==> config.mk <==
export PLATFORM = sky130hd
export DESIGN_NAME = pcr_dev_flat
export DESIGN_NICKNAME = d
export VERILOG_FILES = /design/src/hw/pcr_pkg.sv /design/src/hw/pcr_spi_if.sv /design/src/hw/pcr_dev.sv /design/src/flat_wrapper.sv
export SDC_FILE = /design/constraint.sdc
export NUM_CORES = 1
export LEC_CHECK = 0
export BUFFER_PORTS_ARGS = -buffer_cell sky130_fd_sc_hd__buf_2
export CORE_UTILIZATION = 55
export DETAILED_ROUTE_END_ITERATION = 6
export GPL_TIMING_DRIVEN = 0
export HOLD_SLACK_MARGIN = 0.12
export PLACE_DENSITY_LB_ADDON = 0.05
export SLEW_MARGIN = 20
export SYNTH_ARGS = -nofsm -noshare
export SYNTH_HDL_FRONTEND = slang
export SYNTH_SLANG_ARGS = --single-unit
==> constraint.sdc <==
create_clock -name pclk -period 2.8 [get_ports pclk]
set_clock_uncertainty 0.05 [all_clocks]
set_input_delay 0.84 -clock pclk [delete_from_list [all_inputs] [get_ports pclk]]
set_output_delay 0.84 -clock pclk [all_outputs]
set_load 0.02 [all_outputs]
==> src/hw/pcr_pkg.sv <==
// Shared constants for the page compare, rewrite and status serial-flash link
package pcr_pkg;
    localparam int unsigned CLK_PERIOD_NS = 40;
    // Opcodes
    localparam logic [7:0] OP_COMPARE = 8'h60;
    localparam logic [7:0] OP_REWRITE = 8'h58;
    localparam logic [7:0] OP_STATUS = 8'hd7;
    // Command framing
    localparam logic [2:0] ADDR_BYTES_END = 3'h4;
    localparam logic [2:0] DATA_SEEN = 3'h5;
    localparam logic [11:0] CMD_BITS = 12'h020;
    localparam logic [11:0] OPCODE_BITS = 12'h008;
    // Status byte one fields
    localparam int unsigned ST_READY_BIT = 7;
    localparam int unsigned ST1_COMP_BIT = 6;
    localparam int unsigned ST1_DENS_LSB = 2;
    localparam int unsigned ST1_PROT_BIT = 1;
    localparam int unsigned ST1_SIZE_BIT = 0;
    // Status byte two fields
    localparam int unsigned ST2_FAULT_BIT = 5;
    localparam int unsigned ST2_LOCK_BIT = 3;
    // Capacity code, arbitrary value
    localparam logic [3:0] DENSITY_CODE = 4'h9;
    // Reset values
    localparam logic RST_COMP = 1'b0;
    localparam logic RST_FAULT = 1'b0;
    // Self-timed durations, plain defaults
    localparam int unsigned COMPARE_DURATION_NS = 20000;
    localparam int unsigned REWRITE_DURATION_NS = 2000000;
    localparam int unsigned COMPARE_CYC_DEF = (COMPARE_DURATION_NS / CLK_PERIOD_NS) > 0 ?
        (COMPARE_DURATION_NS / CLK_PERIOD_NS) : 1;
    localparam int unsigned REWRITE_CYC_DEF = (REWRITE_DURATION_NS / CLK_PERIOD_NS) > 0 ?
        (REWRITE_DURATION_NS / CLK_PERIOD_NS) : 1;
    // Host serial clock: half period in pclk cycles
    localparam logic [3:0] SCK_HALF_CYC = 4'h8;
    // Host APB register offsets
    localparam logic [11:0] REG_CMD = 12'h000;
    localparam logic [11:0] REG_PAGE = 12'h004;
    localparam logic [11:0] REG_COUNT = 12'h008;
    localparam logic [11:0] REG_RESULT = 12'h00c;
    localparam int unsigned CMD_SIZE_BIT = 8;
    localparam int unsigned RESULT_BUSY_BIT = 16;
    localparam logic [9:0] RST_PAGE = 10'h000;
    localparam logic [7:0] RST_COUNT = 8'h02;
endpackage : pcr_pkg

==> src/hw/pcr_spi_if.sv <==
// Serial link between host controller and flash sequencer
`timescale 1ns/1ps
interface pcr_spi_if;
    logic cs_n;
    logic sck;
    logic si;
    logic so;
    logic so_oe;
    logic so_line;
    // Released line reads high
    assign so_line = so_oe ? so : 1'b1;
    modport dev (input cs_n, input sck, input si, output so, output so_oe);
    modport host (output cs_n, output sck, output si, input so_line);
endinterface : pcr_spi_if

==> src/hw/pcr_dev.sv <==
// Flash sequencer end: page compare, auto page rewrite and status read
//
// Overview of operation
// - 264-byte compare: 60h, 5 dc, page, 9 dc
// - 256-byte compare: 60h, 6 dc, page, 8 dc
// - Host holds select low while clocking bytes
// - Compare starts at select rise, busy meanwhile
// - Compare result to byte one bit 6
// - 264-byte rewrite: 58h, 5 dc, page, 9 dc
// - 256-byte rewrite: 58h, 6 dc, page, 8 dc
// - Rewrite at select rise, busy throughout duration
// - Host refreshes pages within 50,000 sector cycles
// - Data after 58h address means read-modify-write
// - D7h streams status bytes, first byte first
// - Status bytes repeat while select stays low
// - Status read accepted even while busy
// - Status live; ready bit resampled per byte
// - Select rise ends read, output released
// - Ready bit: 0 busy, 1 idle
// - Byte one bits 5:2 fixed capacity code
// - Byte one bit 1 shows protection
// - Byte one bit 0 shows page size
// - Byte two bit 5 shows program fault
// - Byte two bit 3 shows lockdown allowed
// - Byte two reserved bits read zero
// - Fault flag updated per operation, not aborts
`timescale 1ns/1ps
module pcr_dev #(
    parameter int unsigned COMPARE_CYC = pcr_pkg::COMPARE_CYC_DEF,
    parameter int unsigned REWRITE_CYC = pcr_pkg::REWRITE_CYC_DEF
) (
    input wire logic pclk,
    input wire logic presetn,
    pcr_spi_if.dev spi,
    input wire logic page_size_bin,
    input wire logic protect_en,
    input wire logic lockdown_frozen,
    input wire logic page_mismatch,
    input wire logic array_busy,
    input wire logic prog_done,
    input wire logic prog_fault,
    input wire logic prog_abort,
    output logic [9:0] cmd_page,
    output logic compare_start,
    output logic rewrite_start,
    output logic rmw_start,
    output logic busy
);
    typedef enum logic [1:0] {
        PCR_OP_IDLE = 2'b00,
        PCR_OP_COMPARE = 2'b01,
        PCR_OP_REWRITE = 2'b10
    } pcr_op_e;

    typedef struct packed {
        logic cs_m;
        logic cs_s;
        logic cs_d;
        logic sck_m;
        logic sck_s;
        logic sck_d;
        logic si_m;
        logic si_s;
        logic [2:0] bitc;
        logic [2:0] bytec;
        logic [7:0] opc;
        logic [23:0] addr;
        logic stat_mode;
        logic [3:0] sidx;
        logic [7:0] obyte;
        logic so;
        pcr_op_e op;
        logic [31:0] busy_cnt;
        logic comp;
        logic fault;
        logic [9:0] page;
        logic cmp_go;
        logic rw_go;
        logic rmw_go;
    } pcr_dev_s;

    pcr_dev_s r;
    pcr_dev_s n;
    logic sck_rise;
    logic sck_fall;
    logic cs_rise;
    logic busy_now;
    logic [7:0] in_byte;
    logic [7:0] st1;
    logic [7:0] st2;
    logic [7:0] st_pick;
    logic [9:0] page_sel;

    always_comb
    begin
        sck_rise = r.sck_s & ~r.sck_d;
        sck_fall = ~r.sck_s & r.sck_d;
        cs_rise = r.cs_s & ~r.cs_d;
        busy_now = (r.busy_cnt != 32'h0) | array_busy;
        in_byte = {r.opc[6:0], r.si_s};
        // Status bytes built live
        st1 = 8'h00;
        st1[pcr_pkg::ST_READY_BIT] = ~busy_now;
        st1[pcr_pkg::ST1_COMP_BIT] = r.comp;
        st1[pcr_pkg::ST1_DENS_LSB +: 4] = pcr_pkg::DENSITY_CODE;
        st1[pcr_pkg::ST1_PROT_BIT] = protect_en;
        st1[pcr_pkg::ST1_SIZE_BIT] = page_size_bin;
        st2 = 8'h00;
        st2[pcr_pkg::ST_READY_BIT] = ~busy_now;
        st2[pcr_pkg::ST2_FAULT_BIT] = r.fault;
        st2[pcr_pkg::ST2_LOCK_BIT] = ~lockdown_frozen;
        st_pick = r.sidx[3] ? st2 : st1;
        // Page field position by page size
        page_sel = page_size_bin ? r.addr[17:8] : r.addr[18:9];

        n = r;
        n.cs_m = spi.cs_n;
        n.cs_s = r.cs_m;
        n.cs_d = r.cs_s;
        n.sck_m = spi.sck;
        n.sck_s = r.sck_m;
        n.sck_d = r.sck_s;
        n.si_m = spi.si;
        n.si_s = r.si_m;
        n.cmp_go = 1'b0;
        n.rw_go = 1'b0;
        n.rmw_go = 1'b0;

        // Self-timed operation countdown
        if (r.busy_cnt != 32'h0)
        begin
            n.busy_cnt = r.busy_cnt - 32'h1;
            if (r.busy_cnt == 32'h1)
            begin
                case (r.op)
                    PCR_OP_COMPARE: n.comp = page_mismatch;
                    PCR_OP_REWRITE:
                    begin
                        if (!prog_abort)
                        begin
                            n.fault = prog_fault;
                        end
                    end
                    default: n.comp = r.comp;
                endcase
                n.op = PCR_OP_IDLE;
            end
        end

        // Outside erase or program result
        if (prog_done && !prog_abort)
        begin
            n.fault = prog_fault;
        end

        // Shift in on rising serial clock
        if (!r.cs_s && sck_rise)
        begin
            n.bitc = r.bitc + 3'h1;
            if (r.bytec == 3'h0)
            begin
                n.opc = in_byte;
            end
            else if (r.bytec < pcr_pkg::ADDR_BYTES_END)
            begin
                n.addr = {r.addr[22:0], r.si_s};
            end
            if (r.bitc == 3'h7)
            begin
                if (r.bytec != pcr_pkg::DATA_SEEN)
                begin
                    n.bytec = r.bytec + 3'h1;
                end
                if (r.bytec == 3'h0 && in_byte == pcr_pkg::OP_STATUS)
                begin
                    n.stat_mode = 1'b1;
                    n.sidx = 4'h0;
                end
            end
        end

        // Shift out on falling serial clock
        if (!r.cs_s && sck_fall && r.stat_mode)
        begin
            if (r.sidx[2:0] == 3'h0)
            begin
                n.so = st_pick[7];
                n.obyte = {st_pick[6:0], 1'b0};
            end
            else
            begin
                n.so = r.obyte[7];
                n.obyte = {r.obyte[6:0], 1'b0};
            end
            n.sidx = r.sidx + 4'h1;
        end

        // Frame end
        if (cs_rise)
        begin
            n.stat_mode = 1'b0;
            n.bitc = 3'h0;
            n.bytec = 3'h0;
            n.opc = 8'h00;
            if (!busy_now && r.bitc == 3'h0)
            begin
                if (r.bytec == pcr_pkg::ADDR_BYTES_END && r.opc == pcr_pkg::OP_COMPARE)
                begin
                    n.op = PCR_OP_COMPARE;
                    n.busy_cnt = COMPARE_CYC;
                    n.page = page_sel;
                    n.cmp_go = 1'b1;
                end
                else if (r.bytec == pcr_pkg::ADDR_BYTES_END && r.opc == pcr_pkg::OP_REWRITE)
                begin
                    n.op = PCR_OP_REWRITE;
                    n.busy_cnt = REWRITE_CYC;
                    n.page = page_sel;
                    n.rw_go = 1'b1;
                end
                else if (r.bytec == pcr_pkg::DATA_SEEN && r.opc == pcr_pkg::OP_REWRITE)
                begin
                    n.page = page_sel;
                    n.rmw_go = 1'b1;
                end
            end
        end
    end

    always_ff @(posedge pclk or negedge presetn)
    begin
        if (!presetn)
        begin
            r <= '0;
            r.cs_m <= 1'b1;
            r.cs_s <= 1'b1;
            r.cs_d <= 1'b1;
            r.op <= PCR_OP_IDLE;
            r.comp <= pcr_pkg::RST_COMP;
            r.fault <= pcr_pkg::RST_FAULT;
        end
        else
        begin
            r <= n;
        end
    end

    assign spi.so = r.so;
    assign spi.so_oe = r.stat_mode & ~r.cs_s;
    assign cmd_page = r.page;
    assign compare_start = r.cmp_go;
    assign rewrite_start = r.rw_go;
    assign rmw_start = r.rmw_go;
    assign busy = busy_now;
endmodule : pcr_dev

==> src/flat_wrapper.sv <==
// flat-port wrapper written by rule: the top's interface ports become plain ports
module pcr_dev_flat 
#(
    parameter int unsigned COMPARE_CYC = pcr_pkg::COMPARE_CYC_DEF,
    parameter int unsigned REWRITE_CYC = pcr_pkg::REWRITE_CYC_DEF
)
  (pclk, presetn, page_size_bin, protect_en, lockdown_frozen, page_mismatch, array_busy, prog_done, prog_fault, prog_abort, cmd_page, compare_start, rewrite_start, rmw_start, busy, spi_cs_n, spi_sck, spi_si, spi_so, spi_so_oe);
  pcr_spi_if spi_i ();
  input wire logic pclk;
  input wire logic presetn;
  input wire logic page_size_bin;
  input wire logic protect_en;
  input wire logic lockdown_frozen;
  input wire logic page_mismatch;
  input wire logic array_busy;
  input wire logic prog_done;
  input wire logic prog_fault;
  input wire logic prog_abort;
  output logic [9:0] cmd_page;
  output logic compare_start;
  output logic rewrite_start;
  output logic rmw_start;
  output logic busy;
  input wire logic [$bits(spi_i.cs_n)-1:0] spi_cs_n;
  input wire logic [$bits(spi_i.sck)-1:0] spi_sck;
  input wire logic [$bits(spi_i.si)-1:0] spi_si;
  output wire logic [$bits(spi_i.so)-1:0] spi_so;
  output wire logic [$bits(spi_i.so_oe)-1:0] spi_so_oe;
  assign spi_i.cs_n = spi_cs_n;
  assign spi_i.sck = spi_sck;
  assign spi_i.si = spi_si;
  assign spi_so = spi_i.so;
  assign spi_so_oe = spi_i.so_oe;
  pcr_dev #(.COMPARE_CYC(COMPARE_CYC), .REWRITE_CYC(REWRITE_CYC)) u_core (.pclk(pclk), .presetn(presetn), .spi(spi_i), .page_size_bin(page_size_bin), .protect_en(protect_en), .lockdown_frozen(lockdown_frozen), .page_mismatch(page_mismatch), .array_busy(array_busy), .prog_done(prog_done), .prog_fault(prog_fault), .prog_abort(prog_abort), .cmd_page(cmd_page), .compare_start(compare_start), .rewrite_start(rewrite_start), .rmw_start(rmw_start), .busy(busy));
endmodule
==> results of run 1 <==
## power by group through the flow
stage	sequential, mW	clock (mW)	combinational, mW
detailed placement	1.54	0	0.0809
floorplan	1.54	0	0.0280
finish	1.51	1.05	0.0783
global route	1.52	1.13	0.0912
CTS	1.51	1.07	0.0816
global placement	1.54	0	0.0738
## placed cells by master, fill, tap and decap left out, drive strengths merged, types with 4 or more instances in the layout
cell and n:
o21ai 16, nor3 17, nand4b 4, nand2b 6, nand2 41, nor3b 6, a21oi 19, nor2b 5
mux2i 8, nor4 11, o31ai 4, dfrtp 100, clkbuf 17, nand3b 5, xnor2 19, nand4 13
ha 11, mux2 41, inv 13, or3 7, buf 74, nand3 16, nor2 20
## synth_stat cells, drive strengths merged, types with 3 or more instances
master	n	area share, %
dfrtp	100	51
mux2	41	9.5
nand2	41	3.2
nor2	20	1.5
a21oi	19	2.0
xnor2	19	3.4
nor3	17	1.8
buf	16	2.1
nand3	16	1.6
o21ai	16	1.6
nand4	13	1.7
ha	11	2.8
inv	11	0.85
nor4	11	1.5
clkbuf	9	0.69
mux2i	8	1.6
or3	7	1.0
nand2b	6	0.77
nor3b	6	0.92
nand3b	5	0.77
nor2b	5	0.64
nand4b	4	0.72
o31ai	4	0.62
dfstp	3	1.6
nor4b	3	0.54
xor2	3	0.54
## repair_timing
item,4_1_cts,5_1_grt
pin swaps,5,6
setup buffers,20,8
resized for setup,17,11
setup endpoints to repair,11,32
## worst max-delay path: cells and delay by family, from the launching register on
family,cells,cell delay (ns)
compound gates,1,0.08
simple gates,3,0.96
mux,1,0.28
buf+inv,14,1.31
flops,1,0.44
## cell type report
cell class,instances,area share (%)
repair buffers,57,7.01
well taps,105,2.29
multi-input cells,299,38.5
plain buffers,24,2.63
clock buffers,10,2.39
flip-flops and latches,103,44.9
inverters,11,0.718
clock inverters,6,1.59
## state kept, by name (all words and copies together), names as in the netlist
| signal | cells |
|---|---|
| u_core.r | 76 |
| u_core.spi.so | 1 |
| u_core.in_byte | 8 |
| u_core.compare_start | 1 |
| u_core.rewrite_start | 1 |
| u_core.rmw_start | 1 |
| u_core.n | 5 |
| u_core.cmd_page | 10 |
## per-layer routing
metal	GRT usage (%)	up-vias	share of wire (%)
li1	-	1691	-
met1	33.5	1765	47
met2	36.1	91	47
met3	4.58	12	4.5
met4	7.21	0	1.3
met5	0	-	0
## metrics by stage
stage	worst slack (ns)	instances	hold slack (ns)	cell area, µm²
finish	-0.422	615	0.304	5750
global route	-0.506	615	0.314	5750
CTS	-0.404	607	0.307	5640
detailed placement	-0.311	572	0.286	5180
global placement	-0.322	571	0.284	5150
floorplan	0.0612	438	0.281	4880
## worst max path at each step
| stage | cells after the start | start | endpoint |
|---|---|---|---|
| global route | 19 | u_core.r[20]$_DFF_PN0_ | u_core.r[13]$_DFFE_PN0P_ |
| floorplan | 5 | u_core.r[21]$_DFF_PN0_ | busy |
| detailed placement | 7 | u_core.r[33]$_DFF_PN0_ | busy |
| CTS | 6 | u_core.r[20]$_DFF_PN0_ | busy |
| finish | 19 | u_core.r[19]$_DFF_PN0_ | u_core.r[13]$_DFFE_PN0P_ |
| global placement | 7 | u_core.r[33]$_DFF_PN0_ | busy |
## logic make-up after synthesis
group,count (synthesis),share of synthesized area (%)
fa+ha+maj,11,2.83
xor+xnor,22,3.96
simple gates,168,19.3
flops,103,53.0
mux,49,11.1
compound gates,49,6.22
buf+inv,36,3.62
==> metrics.txt, run 1 <==
outcome=finished with violations; failing checks=setup timing; Net Switching=0.577 mW; Fill cells=658; global-route wire length before repair=16400 µm; Post-synth EDFFs=0; Synth Warn #=0; Clock Pin Slew Worst Setup and Hold Paths=~0.1 ns; Overflow after GRT=0; row count=33; part of the Yosys area used for sequential elements=53.0%; Critical Setup Path Class=register to register; io pins=29; Seq. cell area=2580 µm²; core box area=8380 µm²; area of the multi-input gates=2210 µm²; initial antenna violation count=0; Cell variety after synth=49; CP Launch Type=register; Final period util=115%; Root Buffer=clkbuf_8; sequential share of power=57.4%; vias in the first global route=3482; placed wire-length estimate=6610 µm; ANT nets after route=0; vias after detailed routing=3559; Peak VDD IR=308 µV; reg2reg end=u_core.r[13]$_DFFE_PN0P_; final setup vio count=2; Area Overhead vs Synth=18.0%; Slew Limit Fails=0; slack of the critical path=-0.422 ns; DIE AREA=9240 µm²; Synth Cell Area=4870 µm²; largest net degree at the start of global routing=70; r2r setup slk=-0.42 ns; PortBufs=28; Die Y=96.1 µm; Logic pwr share=3.0%; layout cells sized above 1=30.2%; nets=529; CP max stage cell=or4_4; Yosys reg bits=103; CP cell instances=or4_4, or3_4, nor2_4, buf_4, buf_4, buf_4, buf_4, buf_4, buf_4, buf_4, buf_4, buf_4, buf_4, buf_4, buf_4, buf_4, buf_4, a31oi_2, mux2_2; highest clock rate=0.310 GHz; Syn Inst Count=about 440; final core occ=68.6%; WP data required=between 3 and 4 ns; Initial Util=58.1%; number of DRC markers in iteration 0=149; DRT Pass-1 Iters=5; post-layout min period=between 3 and 4 ns; ys flop type=dfrtp_1; Most common cell on crit path=buf_4; Pleak=between 2 and 3 nW; Post-CTS Hold Fix Bufs=0; syn_nets=around 460; routed length per instance=16.1 µm; Max Buffers Root-to-Sink=2; synthesized area per cell=11.1 µm²; Crit path arrival time=3.43 ns; max-cap check violation count=0; Final Hold Fails=0; htree depth=3; Crit. End Element=register; clock sink total=103; Slew HR=41.0%; Pwr per Cell Area=459 nW/µm²; setup TNS=-0.769 ns; RSZ-0062 raised after global routing=true; Int Pwr=2.06 mW; Sw Share=between 20 and 25%; critical path's largest stage delay=about 0.50 ns; drt total wl=9910 µm; gp weighted congestion=0.823; TritonCTS buffer count=9; DR vias/cell=5.79; R2R Path Start=u_core.r[19]$_DFF_PN0_; Slew @ Worst Pin=just under 0.9 ns; Hold WC Path Type=primary input to async pin; die width=96.1 µm; clk_lat worst skew=0.37 ns; GRT Resource Usage Total=23.4%; Worst Path Max Fanout=5; Design Power=2.64 mW; Remaining DRCs=0; n_diodes=0; clock share of power=39.7%; CTS tree=done; async set-reset flop share out of synthesis=between 90% and 100%; Worst Reg-to-Reg Cells=19
No activity file was read; power rests on OpenSTA's default activity.
==> run 2, diff against run 1 <==
CELL_PAD_IN_SITES_DETAIL_PLACEMENT = 1   (was default)
CELL_PAD_IN_SITES_GLOBAL_PLACEMENT = 2   (was default)
CORE_UTILIZATION = 37   (was 55)
==> run 2 against run 1 <==
  * The run still ends with setup timing left
  * First-iteration DRC count shrank 11%
  * Combinational power is 6.1% higher
  * Power grew 8.7%
  * Cell area grew 3.4%
  * Non-clock buffer count decreased by 2
  * Sequential share of layout area down 1.5 points
  * Final cell count is 11% higher
  * Core utilization decreased by 22 points
  * Sequential power about the same
  * Critical path depth decreased by 13
  * Fmax rose by 2.0%
  * Via count is 0.20% lower
==> metrics.txt, run 2 (same netlist as run 1, synthesis figures left out) <==
outcome=finished with violations; failing checks=setup timing; vias after detailed routing=3552 (-0.20%); hold path depth=0; Seq. cell area=2580 µm² (unchanged); Clock Pin Slew Worst Setup and Hold Paths=0.07 ns (-0.03 ns); Slew HR=36.1% (-5.0 points); die width=117 µm (+21%); initial antenna violation count=0 (unchanged); Max Buffers Root-to-Sink=2 (unchanged); slack of the critical path=-0.360 ns (+0.0625 ns); Worst Reg-to-Reg Cells=17 (-2); PortBufs=28 (unchanged); r2r setup slk=-0.20 ns (+0.22 ns); Overflow after GRT=0 (unchanged); global-route wire length before repair=19800 µm (+20%); Crit. End Element=output port; GRT Resource Usage Total=19.5% (-3.9 points); final hold slack=0.311 ns (+0.00721 ns); Post-CTS Hold Fix Bufs=0 (unchanged); routing usage on met3=3.74% (-0.84 points); post-layout min period=3.16 ns (-0.0625 ns); Crit path arrival time=2.27 ns (-1.16 ns); largest net degree at the start of global routing=55 (-21%); grt met2 use=30.1% (-6.1 points); placed wire-length estimate=7940 µm (+20%); Hold WC Path Type=register to register; placed insts=639 (+12%); io pins=29 (unchanged); Worst Path Max Fanout=2 (-3); vias in the first global route=3681 (+5.7%); RSZ-0062 raised after global routing=true; clock sink total=103 (unchanged); Largest Register=u_core.r; clk_lat worst skew=0.36 ns (about the same); final setup vio count=2 (unchanged); met1 usage=27.3% (-6.2 points); row count=41 (+24%); max reg flops=76 (unchanged); Non-Filler Instances=680 (+11%); GRT Max-Usage Layer=met2; highest clock rate=0.316 GHz (+2.0%); routed length per instance=17.3 µm (+7.3%); DIE AREA=13600 µm² (+48%); pre-CTS WS=-0.435 ns (-0.124 ns); Peak VDD IR=343 µV (+11%); Final period util=113% (-2.2 points); CTS tree=done; area of the multi-input gates=2230 µm² (+0.74%); Slew @ Worst Pin=0.950 ns (+0.0741 ns); commonest non-fill, non-tap cell in the layout=dfrtp_1; core box area=12700 µm² (+52%); Fill cells=1396 (+110%); WP data required=1.91 ns (-1.10 ns); Root Buffer=clkbuf_16; htree depth=3 (unchanged); most frequent cells in the layout=dfrtp_1, nand2_1, mux2_2; max-cap check violation count=0 (unchanged); DRT Pass-1 Iters=4 (-1); gp weighted congestion=0.758 (-7.9%); TritonCTS buffer count=9 (unchanged); Initial Util=38.3% (-20 points); Area Overhead vs Synth=22.1%; Slew Limit Fails=0 (unchanged); Pleak=2.71 nW (+1.2%); Pwr per Cell Area=483 nW/µm² (+5.1%); DR vias/cell=5.22 (-9.7%); nets=527 (-0.38%); Critical Setup Path Class=register to output port; Die Y=117 µm (+21%); Final Hold Fails=0 (unchanged); drt total wl=11800 µm (+19%); CP Launch Type=register; number of DRC markers in iteration 0=132 (-11%); Remaining DRCs=0 (unchanged); n_diodes=0 (unchanged); layout cells sized above 1=29.3% (-0.87 points); ANT nets after route=0 (unchanged)
run 2: changes by cell type in the layout (fill, tap and decap cells not counted), sizes merged:
| cell | previous run | this run |
|---|---|---|
| inv | 13 | 11 |
| bufinv | 2 | 1 |
| clkinv | 2 | 3 |
| buf | 74 | 71 |
| clkinvlp | 0 | 2 |
| clkbuf | 17 | 18 |
run 2: where the power goes:
group	switching [mW]	internal (mW)	total, mW	leakage [nW]
Sequential	0.0129	1.50	1.52	1.36
Combinational	0.0548	0.0283	0.0831	1.21
Clock	0.573	0.698	1.27	0.139
Total	0.641	2.23	2.87	2.71
run 2: worst max-delay path, cell delays in order (launching register included):
cell and delay, ns:
dfrtp_1 0.38, or4_4 0.54, or3_4 0.37, nor2_4 0.14, nand3_2 0.11, or2_4 0.24, buf_6 0.13
run 2: worst paths after layout:
path,from,to
max,u_core.r[21]$_DFF_PN0_,busy
min,u_core.n[107]$_DFF_PN1_,u_core.n[106]$_DFF_PN1_
max reg2reg,u_core.r[21]$_DFF_PN0_,u_core.r[13]$_DFFE_PN0P_
min reg2reg,u_core.n[107]$_DFF_PN1_,u_core.n[106]$_DFF_PN1_
min in group asynchronous,presetn,u_core.r[80]$_DFFE_PN0P_
max in group asynchronous,presetn,u_core.r[41]$_DFF_PN0_
run 2: cell type report:
class,instances,share of cell area (%)
multi-input combinational,299,37.5
buffer,24,2.59
tap,172,3.62
sequential,103,43.4
clock inverter,6,1.20
inverter,11,0.694
clock buffer,10,3.85
timing repair buffer,55,7.15
run 2: what timing repair did:
action | CTS | global route
pin swaps | 6 | 6
endpoints found under the setup margin | 14 | 36
buffers inserted | 26 | 2
resized for setup | 20 | 20
run 2: metrics by stage:
step | instance area, µm² | utilization (%) | power (mW) | TNS, ns
floorplan | 4880 | - | 1.57 | 0
global placement | 5230 | 41.1 | 1.62 | -42.73
detailed placement | 5270 | 41.4 | 1.63 | -3.09
CTS | 5860 | 46.0 | 2.92 | -0.825
global route | 5950 | 46.7 | 2.99 | -0.693
finish | 5950 | 46.7 | 2.87 | -0.563
run 2: routing by layer:
layer  wire [µm]  share of wire (%)
met2        5380                 46
met4         186                1.6
met1        5870                 50
met3         323                2.7
met5           0                  0
